`src/logic/alcr_pkg.sv`:
```
// Purpose: Shared constants for the converter control and register block.
// Assumes: Byte-wide registers reached over a plain strobe port.
// Notes:   Offsets are word indices on the register port.
`default_nettype none
package alcr_pkg;

  // Register offsets on the 4-bit address port.
  localparam logic [3:0] OFF_CFG      = 4'h0;
  localparam logic [3:0] OFF_SC2      = 4'h1;
  localparam logic [3:0] OFF_SC1      = 4'h2;
  localparam logic [3:0] OFF_RES_HIGH = 4'h3;
  localparam logic [3:0] OFF_RES_LOW  = 4'h4;
  localparam logic [3:0] OFF_CMP_HIGH = 4'h5;
  localparam logic [3:0] OFF_CMP_LOW  = 4'h6;
  localparam logic [3:0] OFF_PIN_LOW  = 4'h7;
  localparam logic [3:0] OFF_PIN_HIGH = 4'h8;

  // Configuration register fields.
  localparam int CFG_LOW_POWER   = 7;
  localparam int CFG_DIV_HI      = 6;
  localparam int CFG_DIV_LO      = 5;
  localparam int CFG_LONG_SAMPLE = 4;
  localparam int CFG_RES_HI      = 3;
  localparam int CFG_RES_LO      = 2;
  localparam int CFG_CLK_HI      = 1;
  localparam int CFG_CLK_LO      = 0;

  // Second status/control register fields.
  localparam int SC2_ACTIVE  = 7;
  localparam int SC2_TRIGGER = 6;
  localparam int SC2_CMP_EN  = 5;
  localparam int SC2_CMP_GT  = 4;

  // First status/control register fields.
  localparam int SC1_COMPLETE = 7;
  localparam int SC1_IRQ_EN   = 6;
  localparam int SC1_CONT     = 5;

  // Field encodings.
  localparam logic [1:0] RES_TEN_BIT   = 2'h2;
  localparam logic [1:0] CLK_BUS       = 2'h0;
  localparam logic [1:0] CLK_BUS_HALF  = 2'h1;
  localparam logic [1:0] CLK_ALT       = 2'h2;
  localparam logic [1:0] CLK_ASYNC     = 2'h3;
  localparam logic [4:0] CHAN_OFF      = 5'h1F;

  // Reset values.
  localparam logic [7:0] CFG_RESET = 8'h00;
  localparam logic [7:0] SC2_RESET = 8'h00;
  localparam logic [7:0] SC1_RESET = 8'h1F;

  // Conversion lengths in internal conversion clock ticks.
  localparam logic [5:0] LEN_SHORT_8 = 6'h14;
  localparam logic [5:0] LEN_TEN_ADD = 6'h03;
  localparam logic [5:0] LEN_LONG_ADD = 6'h14;

endpackage : alcr_pkg
`default_nettype wire

```
`src/logic/alcr_top.sv`:
```
// Purpose: Control logic of a successive-approximation converter: registers,
//          clock selection, sequencing, compare, blocking and low power.
// Assumes: Analog code, stop requests and hardware trigger all come from
//          same-clock logic; the alternate clock arrives as an enable pulse.
// Notes:   Stop1/stop2 act like a reset on every register.
//
// How it works
// RL1 - Async clock keeps converter running in stop3.
// RL2 - Running conversion finishes during stop3 async.
// RL3 - Stop3 starts only hardware or continuous.
// RL4 - Completion sets flag, interrupt wakes stop3.
// RL5 - Stop1/stop2 return all registers to reset.
// RL6 - Configuration field layout, resolution 10 = 10-bit.
// RL7 - Divider 00 means divide by one.
// RL8 - Clock select 00 picks bus clock.
// RL9 - Second control bit 7 shows active.
// RL10 - Second control bit 6 selects trigger.
// RL11 - Bit 5 compare enable, bit 4 direction.
// RL12 - Second control bits 3:2 read zero.
// RL13 - Software writes zero to bits 1:0.
// RL14 - First control bit 7 complete flag.
// RL15 - First control bit 6 interrupt enable.
// RL16 - First control bit 5 continuous select.
// RL17 - First control bits 4:0 channel.
// RL18 - High byte read blocks result until low.
// RL19 - Compare value pair held for checking.
// RL20 - Pin control bits disable digital pins.
// RL21 - Software sets config, then controls.
// RL22 - First control write aborts and restarts.
// RL23 - Mode-change writes abort conversion.
// RL24 - Compare direction decides flag and transfer.
// RL25 - Stop3 without async clock aborts to idle.
// RL26 - Flag blocked wake-up in low power.
`timescale 1ns/10ps
`default_nettype none
module alcr_top #(
  parameter int ASYNC_DIV = 4,
  parameter int CODE_W    = 10
) (
  input  wire logic              sys_clk_i,
  input  wire logic              rst_i,
  input  wire logic [3:0]        addr_i,
  input  wire logic [7:0]        wr_data_i,
  input  wire logic              wr_i,
  input  wire logic              rd_i,
  output logic      [7:0]        rd_data_o,
  input  wire logic              stop3_i,
  input  wire logic              stop12_i,
  input  wire logic              hw_trigger_i,
  input  wire logic              alt_clk_en_i,
  input  wire logic [CODE_W-1:0] conv_code_i,
  output logic                   irq_o,
  output logic                   blocked_wake_o,
  output logic                   conv_active_o,
  output logic                   sample_o,
  output logic      [4:0]        channel_o,
  output logic                   low_power_o,
  output logic                   async_clk_on_o,
  output logic      [15:0]       pin_disable_o
);

  typedef enum logic [1:0] {
    ST_IDLE    = 2'b01,
    ST_CONVERT = 2'b10
  } alcr_state_t;

  // Ticks needed for one conversion at the chosen sample and resolution.
  function automatic logic [5:0] conv_len(input logic long_s,
                                          input logic ten);
    return alcr_pkg::LEN_SHORT_8 +
           (ten ? alcr_pkg::LEN_TEN_ADD : 6'h00) +
           (long_s ? alcr_pkg::LEN_LONG_ADD : 6'h00);
  endfunction : conv_len

  ////////////////////////////////////////////////////////////////////////
  // Registers and decode.
  logic [7:0]        cfg_q;
  logic [7:0]        sc2_q;
  logic [7:0]        sc1_q;
  logic [CODE_W-1:0] cmp_q;
  logic [CODE_W-1:0] res_q;
  logic [7:0]        pin_low_q;
  logic [7:0]        pin_high_q;
  logic              complete_q;
  logic              lock_q;
  logic [7:0]        rd_data_q;
  alcr_state_t       state_q;
  logic [5:0]        tick_cnt_q;
  logic [2:0]        div_cnt_q;
  logic              half_q;
  logic [7:0]        async_cnt_q;
  logic              irq_q;
  logic              bwake_q;
  logic              wipe;
  logic              wr_cfg;
  logic              wr_sc2;
  logic              wr_sc1;
  logic              wr_cmp;
  logic              rd_high;
  logic              rd_low;
  logic              async_sel;
  logic              stop3_abort;
  logic              ten_bit;
  logic              src_tick;
  logic              internal_conv_clock_tick;
  logic              async_tick;
  logic              done;
  logic              start;
  logic [2:0]        div_mask;
  logic [CODE_W-1:0] code;
  logic [CODE_W-1:0] diff;
  logic              cmp_ok;
  logic              transfer;
  // RL5 stop1/2 reset
  assign wipe     = rst_i | stop12_i;
  assign wr_cfg   = wr_i && (addr_i == alcr_pkg::OFF_CFG);
  assign wr_sc2   = wr_i && (addr_i == alcr_pkg::OFF_SC2);
  assign wr_sc1   = wr_i && (addr_i == alcr_pkg::OFF_SC1);
  assign wr_cmp   = wr_i && ((addr_i == alcr_pkg::OFF_CMP_HIGH) ||
                             (addr_i == alcr_pkg::OFF_CMP_LOW));
  assign rd_high  = rd_i && (addr_i == alcr_pkg::OFF_RES_HIGH);
  assign rd_low   = rd_i && (addr_i == alcr_pkg::OFF_RES_LOW);
  // RL6 resolution decode
  assign ten_bit  = (cfg_q[alcr_pkg::CFG_RES_HI:alcr_pkg::CFG_RES_LO] ==
                     alcr_pkg::RES_TEN_BIT);
  assign async_sel = (cfg_q[alcr_pkg::CFG_CLK_HI:alcr_pkg::CFG_CLK_LO] ==
                      alcr_pkg::CLK_ASYNC);
  // RL25 stop3 abort
  assign stop3_abort = stop3_i && !async_sel;

  ////////////////////////////////////////////////////////////////////////
  // Configuration and control registers. Writes only store; the abort
  // and restart effects live in the sequencer below.
  always_ff @(posedge sys_clk_i) begin
    if (wipe) begin
      cfg_q      <= alcr_pkg::CFG_RESET;
      sc2_q      <= alcr_pkg::SC2_RESET;
      sc1_q      <= alcr_pkg::SC1_RESET;
      cmp_q      <= '0;
      pin_low_q  <= 8'h00;
      pin_high_q <= 8'h00;
    end else if (wr_i) begin
      case (addr_i)
        // RL6 configuration layout
        alcr_pkg::OFF_CFG: begin
          cfg_q <= wr_data_i;
        end
        // RL10 trigger and compare bits; RL12 bits 3:0 never stored.
        alcr_pkg::OFF_SC2: begin
          sc2_q <= {1'b0, wr_data_i[6:4], 4'h0};
        end
        // RL17 channel and modes
        alcr_pkg::OFF_SC1: begin
          sc1_q <= {1'b0, wr_data_i[6:0]};
        end
        // RL19 compare value pair
        alcr_pkg::OFF_CMP_HIGH: begin
          cmp_q[CODE_W-1:8] <= wr_data_i[CODE_W-9:0];
        end
        alcr_pkg::OFF_CMP_LOW: begin
          cmp_q[7:0] <= wr_data_i;
        end
        // RL20 pin control
        alcr_pkg::OFF_PIN_LOW: begin
          pin_low_q <= wr_data_i;
        end
        alcr_pkg::OFF_PIN_HIGH: begin
          pin_high_q <= wr_data_i;
        end
        default: begin
        end
      endcase
    end
  end

  ////////////////////////////////////////////////////////////////////////
  // Clock source selection and divider, all as enables of sys_clk_i.
  // The async oscillator only runs while selected, to save power.
  always_ff @(posedge sys_clk_i) begin
    if (wipe || !async_sel || async_tick) begin
      async_cnt_q <= 8'h00;
    end else begin
      async_cnt_q <= async_cnt_q + 8'h01;
    end
  end
  assign async_tick = async_sel && (async_cnt_q == 8'(ASYNC_DIV - 1));
  // Bus clock divided by two, as a strobe on every other cycle.
  always_ff @(posedge sys_clk_i) begin
    half_q <= wipe ? 1'b0 : ~half_q;
  end
  // RL8 source select
  always_comb begin
    case (cfg_q[alcr_pkg::CFG_CLK_HI:alcr_pkg::CFG_CLK_LO])
      alcr_pkg::CLK_BUS:      src_tick = 1'b1;
      alcr_pkg::CLK_BUS_HALF: src_tick = half_q;
      alcr_pkg::CLK_ALT:      src_tick = alt_clk_en_i;
      default:                src_tick = async_tick;
    endcase
  end

  // RL7 divide by 1,2,4,8
  always_comb begin
    case (cfg_q[alcr_pkg::CFG_DIV_HI:alcr_pkg::CFG_DIV_LO])
      2'h0:    div_mask = 3'h0;
      2'h1:    div_mask = 3'h1;
      2'h2:    div_mask = 3'h3;
      default: div_mask = 3'h7;
    endcase
  end

  always_ff @(posedge sys_clk_i) begin
    if (wipe) begin
      div_cnt_q <= 3'h0;
    end else if (src_tick) begin
      div_cnt_q <= div_cnt_q + 3'h1;
    end
  end
  assign internal_conv_clock_tick = src_tick && ((div_cnt_q & div_mask) == div_mask);

  ////////////////////////////////////////////////////////////////////////
  // Conversion sequencer.
  // RL3 stop3 start sources
  assign start = (sc1_q[4:0] != alcr_pkg::CHAN_OFF) && !stop3_abort &&
                 sc2_q[alcr_pkg::SC2_TRIGGER] && hw_trigger_i;
  assign done  = (state_q == ST_CONVERT) && internal_conv_clock_tick &&
                 (tick_cnt_q == conv_len(cfg_q[alcr_pkg::CFG_LONG_SAMPLE],
                                         ten_bit) - 6'h01);

  // RL1 keep running
  // RL2 finish in stop3
  always_ff @(posedge sys_clk_i) begin
    if (wipe) begin
      state_q    <= ST_IDLE;
      tick_cnt_q <= 6'h00;
    // RL25 abort to idle
    end else if (stop3_abort || wr_cfg || wr_sc2 || wr_cmp) begin
      // RL23 mode change abort
      state_q    <= ST_IDLE;
      tick_cnt_q <= 6'h00;
    end else if (wr_sc1) begin
      // RL22 abort and restart
      tick_cnt_q <= 6'h00;
      // RL3 stop3 blocks software start
      state_q    <= ((wr_data_i[4:0] != alcr_pkg::CHAN_OFF) && !stop3_i &&
                     !sc2_q[alcr_pkg::SC2_TRIGGER]) ? ST_CONVERT : ST_IDLE;
    end else begin
      case (state_q)
        ST_IDLE: begin
          if (start) begin
            state_q    <= ST_CONVERT;
            tick_cnt_q <= 6'h00;
          end
        end
        ST_CONVERT: begin
          if (done) begin
            tick_cnt_q <= 6'h00;
            // RL16 continuous select
            if (!sc1_q[alcr_pkg::SC1_CONT]) begin
              state_q <= ST_IDLE;
            end
          end else if (internal_conv_clock_tick) begin
            tick_cnt_q <= tick_cnt_q + 6'h01;
          end
        end
        default: begin
          state_q    <= ST_IDLE;
          tick_cnt_q <= 6'h00;
        end
      endcase
    end
  end

  ////////////////////////////////////////////////////////////////////////
  // Compare and result transfer. In 8-bit mode the code is scaled down.
  assign code = ten_bit ? conv_code_i :
                {{(CODE_W-8){1'b0}}, conv_code_i[CODE_W-1:CODE_W-8]};
  assign diff = code + ~cmp_q + {{(CODE_W-1){1'b0}}, 1'b1};
  // RL24 compare direction
  // RL11 compare enable
  assign cmp_ok = !sc2_q[alcr_pkg::SC2_CMP_EN] ||
                  (sc2_q[alcr_pkg::SC2_CMP_GT] ? (code >= cmp_q)
                                               : (code < cmp_q));
  // RL18 blocked transfer
  assign transfer = done && cmp_ok && !lock_q;

  // Results survive aborts; only reset and stop1/2 clear them.
  always_ff @(posedge sys_clk_i) begin
    if (wipe) begin
      res_q <= '0;
    end else if (transfer) begin
      res_q <= sc2_q[alcr_pkg::SC2_CMP_EN] ? diff : code;
    end
  end

  // RL18 high-then-low lock
  always_ff @(posedge sys_clk_i) begin
    if (wipe) begin
      lock_q <= 1'b0;
    end else if (rd_high) begin
      lock_q <= 1'b1;
    end else if (rd_low) begin
      lock_q <= 1'b0;
    end
  end

  // RL14 completion flag
  // RL4 flag on completion; a new completion wins over a clear.
  always_ff @(posedge sys_clk_i) begin
    if (wipe) begin
      complete_q <= 1'b0;
    end else if (transfer) begin
      complete_q <= 1'b1;
    end else if (wr_sc1 || rd_low) begin
      complete_q <= 1'b0;
    end
  end

  // RL15 interrupt enable
  // RL4 interrupt wakes stop3
  always_ff @(posedge sys_clk_i) begin
    if (wipe) begin
      irq_q <= 1'b0;
    end else begin
      irq_q <= (complete_q || transfer) && sc1_q[alcr_pkg::SC1_IRQ_EN] &&
               !wr_sc1 && !(rd_low && !transfer);
    end
  end

  // RL26 blocked wake pulse
  // A completion discarded by the lock in stop3 would wake the system with
  // no interrupt, so it is reported separately for one cycle.
  always_ff @(posedge sys_clk_i) begin
    if (wipe) begin
      bwake_q <= 1'b0;
    end else begin
      bwake_q <= done && cmp_ok && lock_q && stop3_i;
    end
  end

  ////////////////////////////////////////////////////////////////////////
  // Read port: data stand in the cycle after the strobe only.
  always_ff @(posedge sys_clk_i) begin
    if (wipe || !rd_i) begin
      rd_data_q <= 8'h00;
    end else begin
      case (addr_i)
        alcr_pkg::OFF_CFG:      rd_data_q <= cfg_q;
        // RL9 active flag
        alcr_pkg::OFF_SC2:      rd_data_q <= {state_q == ST_CONVERT,
                                              sc2_q[6:0]};
        alcr_pkg::OFF_SC1:      rd_data_q <= {complete_q, sc1_q[6:0]};
        alcr_pkg::OFF_RES_HIGH: rd_data_q <= 8'(res_q[CODE_W-1:8]);
        alcr_pkg::OFF_RES_LOW:  rd_data_q <= res_q[7:0];
        alcr_pkg::OFF_CMP_HIGH: rd_data_q <= 8'(cmp_q[CODE_W-1:8]);
        alcr_pkg::OFF_CMP_LOW:  rd_data_q <= cmp_q[7:0];
        alcr_pkg::OFF_PIN_LOW:  rd_data_q <= pin_low_q;
        alcr_pkg::OFF_PIN_HIGH: rd_data_q <= pin_high_q;
        default:                rd_data_q <= 8'h00;
      endcase
    end
  end

  ////////////////////////////////////////////////////////////////////////
  // Registered status toward the analog core and the system.
  logic       active_q;
  logic       sample_q;
  logic [4:0] chan_q;
  logic       lp_q;
  logic       async_on_q;

  always_ff @(posedge sys_clk_i) begin
    if (wipe) begin
      active_q   <= 1'b0;
      sample_q   <= 1'b0;
      chan_q     <= alcr_pkg::CHAN_OFF;
      lp_q       <= 1'b0;
      async_on_q <= 1'b0;
    end else begin
      active_q   <= (state_q == ST_CONVERT);
      sample_q   <= done;
      chan_q     <= sc1_q[4:0];
      lp_q       <= cfg_q[alcr_pkg::CFG_LOW_POWER];
      async_on_q <= async_sel && (state_q == ST_CONVERT);
    end
  end

  assign rd_data_o      = rd_data_q;
  assign irq_o          = irq_q;
  assign blocked_wake_o = bwake_q;
  assign conv_active_o  = active_q;
  assign sample_o       = sample_q;
  assign channel_o      = chan_q;
  assign low_power_o    = lp_q;
  assign async_clk_on_o = async_on_q;
  assign pin_disable_o  = {pin_high_q, pin_low_q};

endmodule : alcr_top
`default_nettype wire

```
`config.mk`:
```
export PLATFORM = sky130hd
export DESIGN_NAME = alcr_top
export DESIGN_NICKNAME = d
export VERILOG_FILES = /design/src/logic/alcr_pkg.sv /design/src/logic/alcr_top.sv
export SDC_FILE = /design/constraint.sdc
export NUM_CORES = 1
export LEC_CHECK = 0
export ABC_AREA = 1
export BUFFER_PORTS_ARGS = -buffer_cell sky130_fd_sc_hd__buf_2
export CORE_MARGIN = 10
export CORE_UTILIZATION = 58
export CTS_CLUSTER_DIAMETER = 120
export DETAILED_ROUTE_END_ITERATION = 8
export GPL_ROUTABILITY_DRIVEN = 0
export GPL_TIMING_DRIVEN = 0
export PLACE_DENSITY = 0.89
export SETUP_SLACK_MARGIN = 0.05
export SKIP_CTS_REPAIR_TIMING = 1
export SLEW_MARGIN = 20
export SYNTH_ARGS = -nofsm -noshare
export SYNTH_HDL_FRONTEND = slang
export SYNTH_SLANG_ARGS = --single-unit
export TNS_END_PERCENT = 1
```
`constraint.sdc`:
```
create_clock -name sys_clk_i -period 3.24 [get_ports sys_clk_i]
set_input_delay 0.486 -clock sys_clk_i [delete_from_list [all_inputs] [get_ports sys_clk_i]]
set_output_delay 0.486 -clock sys_clk_i [all_outputs]
set_load 0.05 [all_outputs]
```
# After elaboration in Yosys (flattened, before gate mapping)
# Cells that the tools add are included.
dict set report word_totals {
  regBits 95
  input_bits 30
  elab_cells 146
}
dict set report op_classes {
  n_addsub 8
  magnitude_cmp 2
  eq_ne 26
  muxes 22
  bitwise 4
  n_reduce_logical 61
}
# cell n
set ops {}
lappend ops {{8-bit case mux with 9 select lines} 1}
lappend ops {{1-bit logical AND} 25}
lappend ops {{10-bit 2-to-1 mux} 2}
lappend ops {{6-bit 2-to-1 mux} 3}
lappend ops {{4-bit by 3-bit == test with 1-bit output, second input constant} 4}
lappend ops {{2-bit AND reduction} 8}
lappend ops {{2-bit 2-to-1 mux} 6}
lappend ops {{3-bit inequality test, second input constant} 4}
lappend ops {{6-bit case mux with 2 select lines} 1}
lappend ops {{10-bit by 1-bit adder with 10-bit output, second input constant} 1}
lappend ops {{10-bit adder} 1}
lappend ops {{2-bit == test, second input constant} 5}
lappend ops {{10-bit greater-or-equal comparator} 1}
lappend ops {{1-bit zero test} 10}
lappend ops {{1-bit logical OR} 10}
lappend ops {{10-bit < comparator} 1}
lappend ops {{5-bit inequality test, second input constant} 2}
lappend ops {{10-bit inverter} 1}
lappend ops {{3-bit case mux with 3 select lines} 1}
lappend ops {{8-bit by 1-bit adder with 8-bit output, second input constant} 1}
lappend ops {{4-bit by 2-bit == test with 1-bit output, second input constant} 2}
lappend ops {{8-bit by 2-bit == test with 1-bit output, second input constant} 1}
lappend ops {{5-bit by 2-bit adder with 6-bit output, first input constant} 1}
lappend ops {{6-bit by 1-bit adder with 6-bit output, second input constant} 1}
lappend ops {{other kinds (22)} 30}

# Longest topological paths before layout
# Gate-level depths: netlist of run 1.
dict set report depth {
  depth_word 13
  mapped_depth 20
}

# Least setup slack after synthesis of run 1
# Ideal clock, no wire load.
dict set report synth_timing {
  path_kind {reg2reg}
  from {register cfg_q[2]}
  to {register res_q[9]}
  setup_time_ps 114
  t_arrival_ps 2257
  slack_ps 869
  path_stages_with_launch 16
  n_path_buf 2
  period_less_slack_ps 2371
  cell_sequence {dfxtp_1 -> inv_2 -> nand2_2 -> buf_2 -> o21ai_0 -> ha_1 -> fa_1 -> inv_1 -> nand3_1 -> nand4_1 -> nand2_1 -> nand2_1 -> nand3_4 -> buf_6 -> nor2_1 -> nor2_2}
}
dict set report synth_between {
  elab_chain_cells 9
  word_cells_on_any_way 17
  cone_classes {add/sub: 5; order compare: 2; eq/ne: 2; mux: 4; reduce/logical: 4}
}
# element line_no
set synth_lines {}
lappend synth_lines {{start, declared} alcr_top.sv:77} ;# logic [7:0] cfg_q;
lappend synth_lines {{start signal, assigned} alcr_top.sv:136} ;# cfg_q <= alcr_pkg::CFG_RESET;
lappend synth_lines {{start signal, assigned} alcr_top.sv:146} ;# cfg_q <= wr_data_i;
lappend synth_lines {{2-bit == test (*)} alcr_top.sv:124} ;# assign ten_bit = (cfg_q[alcr_pkg::CFG_RES_HI:alcr_pkg::CFG_RES_LO] ==
lappend synth_lines {{2-bit 2-to-1 mux} alcr_top.sv:71} ;# (ten ? alcr_pkg::LEN_TEN_ADD : 6'h00) +
lappend synth_lines {{5-bit by 2-bit adder with 6-bit output} alcr_top.sv:70} ;# return alcr_pkg::LEN_SHORT_8 +
lappend synth_lines {{6-bit by 5-bit adder with 6-bit output} alcr_top.sv:71}
lappend synth_lines {{6-bit by 1-bit subtractor with 6-bit output} alcr_top.sv:227} ;# ten_bit) - 6'h01);
lappend synth_lines {{6-bit == test} alcr_top.sv:226} ;# (tick_cnt_q == conv_len(cfg_q[alcr_pkg::CFG_LONG_SAMPLE],
lappend synth_lines {{1-bit logical AND} alcr_top.sv:225} ;# assign done = (state_q == ST_CONVERT) && internal_conv_clock_tick &&
lappend synth_lines {{1-bit logical AND (2 in series)} alcr_top.sv:284} ;# assign transfer = done && cmp_ok && !lock_q;
lappend synth_lines {{end signal, assigned} alcr_top.sv:291} ;# res_q <= sc2_q[alcr_pkg::SC2_CMP_EN] ? diff : code;
lappend synth_lines {{end, declared} alcr_top.sv:81} ;# logic [CODE_W-1:0] res_q;
# Every way passes the cells marked *; elsewhere a longest branch is shown, timed or not.
# A chain may end at the register's enable or synchronous reset.

# Worst setup path after layout of run 1
# Ends and elaborated chain as after synthesis.

==> metrics.csv, run 1 <==
metric,value,unit
status,finished clean,
first-pass GRT wire length,22.6,mm
IO Pins,65,
"Distinct cells, synth",44,
"slowest stage delay, CP",0.46,ns
post-route setup slack,0.458,ns
"EDFF count, synth",0,
crit path time final,2.78,ns
"non-filler cells, final",892,
CTS max path bufs,2,
Die X,111,um
synth top area cells,"dfxtp_1, nand2_1, inv_1, a21oi_1, nand3_1",
Power Density,397,mW/mm^2
Skew-Pair Late Insertion Delay,0.37,ns
net count after synthesis,752,
CP Class,register to register,
cell repeated most along the worst path,nand2_1,
Die Ht,111,um
Worst Tran Pin Value,0.573,ns
sequential element share of the synthesized area,39.2,%
CTS Buf Count,9,
Area Growth Syn to Fin,13.4,%
largest net degree at the start of global routing,17,
Critical Path Start Type,register,
Simple-Gate Fraction of Synth Area,29.7,%
CP endpoint kind,register,
Rows,33,
Post-Syn Area,0.00485,mm^2
Critical Path AT,3.06,ns
CP max-delay cell,dfxtp_1,
total core area,0.00818,mm^2
utilization after layout,67.3,%
HP Class,primary input to register,
vias in the first global route,4821,
gr usage total,21.5,%
Clock transition at path regs,0.09,ns
Placed Area,0.00530,mm^2
unrepaired setup endpoints after global routing,false,
DRT iter0 DRCs,557,
clock sink total,95,
largest family of logic cells by synthesized area,simple AND/OR/NAND/NOR gates,
Mean Syn Cell Area,6.85,um^2
Vias,5170,
Yosys top cell area share,39.2,%
synth warn,0,
"top cells by count, synth","nand2_1, dfxtp_1, inv_1",
share of layout cells above drive strength 1,14.9,%
# Max-Cap Violations,0,
Root Buffer,clkbuf_8,
n_diodes,0,
die area,0.0124,mm^2
drc violations,0,
worst-path cell chain,inv_2 > nand2_2 > buf_2 > o21ai_0 > ha_1 > fa_1 > inv_1 > nand3_1 > nand4_1 > nand2_1 > nand2_1 > nand3_4 > buf_6 > nor2_1 > nor2_2,
Adder-Cell Fraction of Synth Area,3.77,%
DR WL/cell,15.9,um
H-Tree Depth,3,
f_max,359,MHz
Final Max Slew Viols,0,
Hold Slack,0.413,ns
Peak VDD IR,0.372,mV
vias per std cell,5.80,
Synth Area in Compound Gates,16.5,%
antenna violations before repair,0,
CTS tree,done,
post-layout total power,2.19,mW
first drt pass iteration count,7,
post-synthesis mux area share,0,%
Cells after Synth,708,
Most used DFF post-synth,dfxtp_1,
DRT antenna net count,0,
Final Cycle Share,85.9,%
HPWL after DPL,10.9,mm
Seq cells post-synth,95,
gr ovfl total,0,
IO Port Bufs,63,
Worst EP required,3.51,ns
Placement Setup Slack,0.492,ns
final setup vio count,0,
clk_skew,0.0130,ns
reg-to-reg setup timing slack,0.46,ns
Synth area leader,dfxtp_1,
asr flop ratio synth,0,%
most common cell in the netlist,nand2_1,
worst relative slew slack,61.8,%
Fin Setup TNS,0,ns
placed insts,876,
"critical path fanouts, max",10,
Post-Synth XOR/XNOR Area,0.903,%
"Hold Vio Cnt, Final",0,
Nets,826,
static leakage,2.48,nW
Initial Util,59.3,%
post-route cell area,0.00550,mm^2
final wirelength,14.2,mm
==> state kept, by name, summed over array words and instances (netlist names), 2 cells and up <==
register / flops
res_q: 10
rd_data_o: 8
async_cnt_q: 8
pin_high_q: 8
channel_o: 5
state_q: 2
div_cnt_q: 3
sc1_q: 7
cfg_q: 8
pin_low_q: 8
tick_cnt_q: 6
cmp_q: 10
sc2_q: 3
==> cells by family after synthesis <==
family,count (synthesis)
AOI/OAI and AO/OA,145
and+or+nand+nor,327
DFF,95
buffers and inverters,122
adders and majority gates,14
xor gates and xnor gates,5
==> layout by cell type, fill, tap and decap left out, types with 7 or more instances in the layout <==
master,count
inv_2,7
clkbuf_8,10
nand2_1,179
ha_1,13
nand3_1,51
nand2_2,8
dfxtp_1,95
a21oi_1,64
nor2_1,57
clkbuf_1,10
o21ai_0,48
inv_1,92
buf_2,68
nand4_1,8
o22ai_1,11
==> metal layers <==
layer	up-vias	routed length (um)	global-route usage (%)
met5	-	0	0
met4	0	750	9.94
met3	85	1450	5.48
met2	312	6540	36.3
met1	2319	5450	24.9
li1	2454	-	-
==> path summary, 6_finish.rpt <==
kind / end / from / cells after the start
max: res_q[9] / cfg_q[2] / 15
min: blocked_wake_o / stop3_i / 3
max reg2reg: res_q[9] / cfg_q[2] / 15
min reg2reg: half_q / half_q / 1
==> layout make-up <==
type	instances	area (um^2)
plain buffers	20	100
well taps	105	131
clock buffers	10	138
clock inverters	6	67.6
inverters	102	384
flip-flops and latches	95	1900
repair buffers	63	315
multi-input cells	491	2460
fillers	713	2670
==> critical path, delay by kind of cell (launching register included) <==
kind / cells / cell delay (ns)
AOI/OAI and AO/OA: 1 / 0.16
and+or+nand+nor: 8 / 0.80
DFF: 1 / 0.46
buffers and inverters: 4 / 0.60
adders and majority gates: 2 / 0.66
==> where the power goes <==
part	switching, mW	leakage, nW	internal, mW
clock	0.423	0.0989	0.380
combinational	0.143	1.61	0.0611
sequential	0.00488	0.766	1.17
total	0.571	2.48	1.61
No activity file was read; power rests on OpenSTA's default activity.
==> run 2: changes to the inputs <==
--- a/config.mk
+++ b/config.mk
@@ -7,13 +7,14 @@
 export LEC_CHECK = 0
 export ABC_AREA = 1
 export BUFFER_PORTS_ARGS = -buffer_cell sky130_fd_sc_hd__buf_2
-export CORE_MARGIN = 10
+export CORE_MARGIN = 4
 export CORE_UTILIZATION = 58
 export CTS_CLUSTER_DIAMETER = 120
 export DETAILED_ROUTE_END_ITERATION = 8
 export GPL_ROUTABILITY_DRIVEN = 0
 export GPL_TIMING_DRIVEN = 0
 export PLACE_DENSITY = 0.89
+export RECOVER_POWER = 50
 export SETUP_SLACK_MARGIN = 0.05
 export SKIP_CTS_REPAIR_TIMING = 1
 export SLEW_MARGIN = 20
==> constraint.sdc (replaced) <==
create_clock -name sys_clk_i -period 2.7 [get_ports sys_clk_i]
set_input_delay 0.405 -clock sys_clk_i [delete_from_list [all_inputs] [get_ports sys_clk_i]]
set_output_delay 0.405 -clock sys_clk_i [all_outputs]
set_load 0.05 [all_outputs]
==> run 2 against run 1 <==
Net effect:
- first-iteration DRC count fell by 33%
- cell count did not move
- clock power rose by 25%
- critical path depth rose by 1
- critical path type unchanged
- critical endpoint is now res_q[0]
- largest cell class unchanged
- largest power group unchanged
- highest routed layer unchanged
==> metrics.csv, run 2 (synthesis results as in run 1) <==
metric,value,unit,change
status,finished clean,,
final setup vio count,0,,unchanged
static leakage,2.33,nW,-5.9%
Critical Path Start Type,register,,
Die X,99.5,um,-11%
Clock transition at path regs,0.09,ns,about the same
Root Buffer,clkbuf_8,,
gr ovfl total,0,,unchanged
Hold Path Stages,3,,unchanged
largest net degree at the start of global routing,18,,+1
Worst EP required,2.96,ns,-0.55 ns
HP Class,primary input to register,,
Die Ht,99.5,um,-11%
Peak VDD IR,0.350,mV,-5.8%
IO Port Bufs,63,,unchanged
n_diodes,0,,unchanged
post-route cell area,0.00545,mm^2,-0.91%
"Hold Vio Cnt, Final",0,,unchanged
CP endpoint kind,register,,
biggest regs,"cmp_q: 10 flops, res_q: 10 flops",,
DRT antenna net count,0,,unchanged
CTS Buf Count,9,,unchanged
"critical path fanouts, max",10,,unchanged
HPWL after DPL,10.5,mm,-3.3%
Placed Area,0.00530,mm^2,unchanged
f_max,406,MHz,+13%
drc violations,0,,unchanged
die area,0.00989,mm^2,-20%
worst r2r path cells,16,,+1
first drt pass iteration count,5,,-2
H-Tree Depth,3,,unchanged
vias in the first global route,4839,,+0.37%
Power Density,487,mW/mm^2,+23%
IO Pins,65,,unchanged
unrepaired setup endpoints after global routing,false,,
share of layout cells above drive strength 1,10.3,%,-4.6 points
Rows,33,,unchanged
"commonest cells after routing, fill and taps aside","nand2_1, dfxtp_1, inv_1",,
Hold Slack,0.350,ns,-0.0630 ns
Vias,5125,,-0.87%
first-pass GRT wire length,22.2,mm,-2.0%
"non-filler cells, final",892,,unchanged
Placement Setup Slack,-0.0138,ns,-0.506 ns
Final Cycle Share,91.2,%,+5.3 points
CTS tree,done,,
Final Max Slew Viols,0,,unchanged
antenna violations before repair,0,,unchanged
CP Class,register to register,,
DRT iter0 DRCs,374,,-33%
Skew-Pair Late Insertion Delay,0.37,ns,about the same
DR WL/cell,15.5,um,-2.7%
Worst Tran Pin Value,0.642,ns,+0.0685 ns
worst relative slew slack,56.9,%,-4.9 points
gr usage total,27.8,%,+6.3 points
placed insts,876,,unchanged
Area Growth Syn to Fin,12.4,%,
Critical Path AT,2.72,ns,-0.34 ns
post-route setup slack,0.237,ns,-0.220 ns
final wirelength,13.8,mm,-2.7%
Initial Util,59.3,%,unchanged
"most common cell after layout, fill and taps aside",nand2_1,,
crit path time final,2.46,ns,-0.320 ns
clock sink total,95,,unchanged
vias per std cell,5.75,,-0.87%
Nets,826,,unchanged
total core area,0.00818,mm^2,unchanged
# Max-Cap Violations,0,,unchanged
clk_skew,0.0120,ns,-0.000944 ns
CTS max path bufs,2,,unchanged
## run 2: layout make-up
cell class,instances,area (um^2)
Inverter,102,384
Timing Repair Buffer,63,272
Multi-Input combinational cell,491,2450
Fill cell,691,2720
Clock inverter,6,75.1
Buffer,20,98.8
Clock buffer,10,138
Sequential cell,95,1900
Tap cell,105,131
## run 2: through the flow
| step | util [%] | power (mW) | setup TNS, ns |
|---|---|---|---|
| global placement | 64.8 | 1.67 | 0 |
| detailed placement | 64.8 | 1.68 | -0.0224 |
| global route | 66.7 | 2.74 | 0 |
| CTS | 67.4 | 2.65 | -0.0890 |
| floorplan | - | 1.60 | 0 |
| finish | 66.7 | 2.66 | 0 |
## run 2: per-layer routing
| metal | track usage, % | part of all wire, % | wire [um] | vias to the layer above |
|---|---|---|---|---|
| met5 | 0 | 0 | 0 | - |
| met4 | 15.8 | 5.3 | 725 | 0 |
| met2 | 46.0 | 47 | 6470 | 304 |
| met1 | 34.2 | 38 | 5230 | 2305 |
| met3 | 4.56 | 10 | 1380 | 69 |
| li1 | - | - | - | 2447 |
## run 2: path summary, 6_finish.rpt
| kind | start | end | slack (ns) |
|---|---|---|---|
| worst max register to register | cfg_q[2] | res_q[0] | 0.24 |
| worst min register to register | half_q | half_q | 0.45 |
| worst min-delay path | stop3_i | blocked_wake_o | 0.35 |
| worst max-delay path | cfg_q[2] | res_q[0] | 0.24 |
## run 2: power breakdown
part	leakage (nW)	switching (mW)	total, mW	internal (mW)
Sequential	0.767	0.00576	1.41	1.41
Clock	0.105	0.536	1.00	0.468
Combinational	1.46	0.168	0.240	0.0715
Total	2.33	0.710	2.66	1.95
## run 2: worst max-delay path, stage by stage, from the launching register on
cell and delay, ns:
dfxtp_2 0.36, inv_2 0.09, nand2_2 0.09, buf_4 0.18, nand2_1 0.06, nand2_1 0.11, ha_1 0.39, inv_1 0.08
nor3_1 0.21, nand3_1 0.10, nand4_1 0.08, nand2_1 0.06, nand2_2 0.12, nand3_4 0.09, buf_6 0.15, nor2_1 0.12
nor2_1 0.07
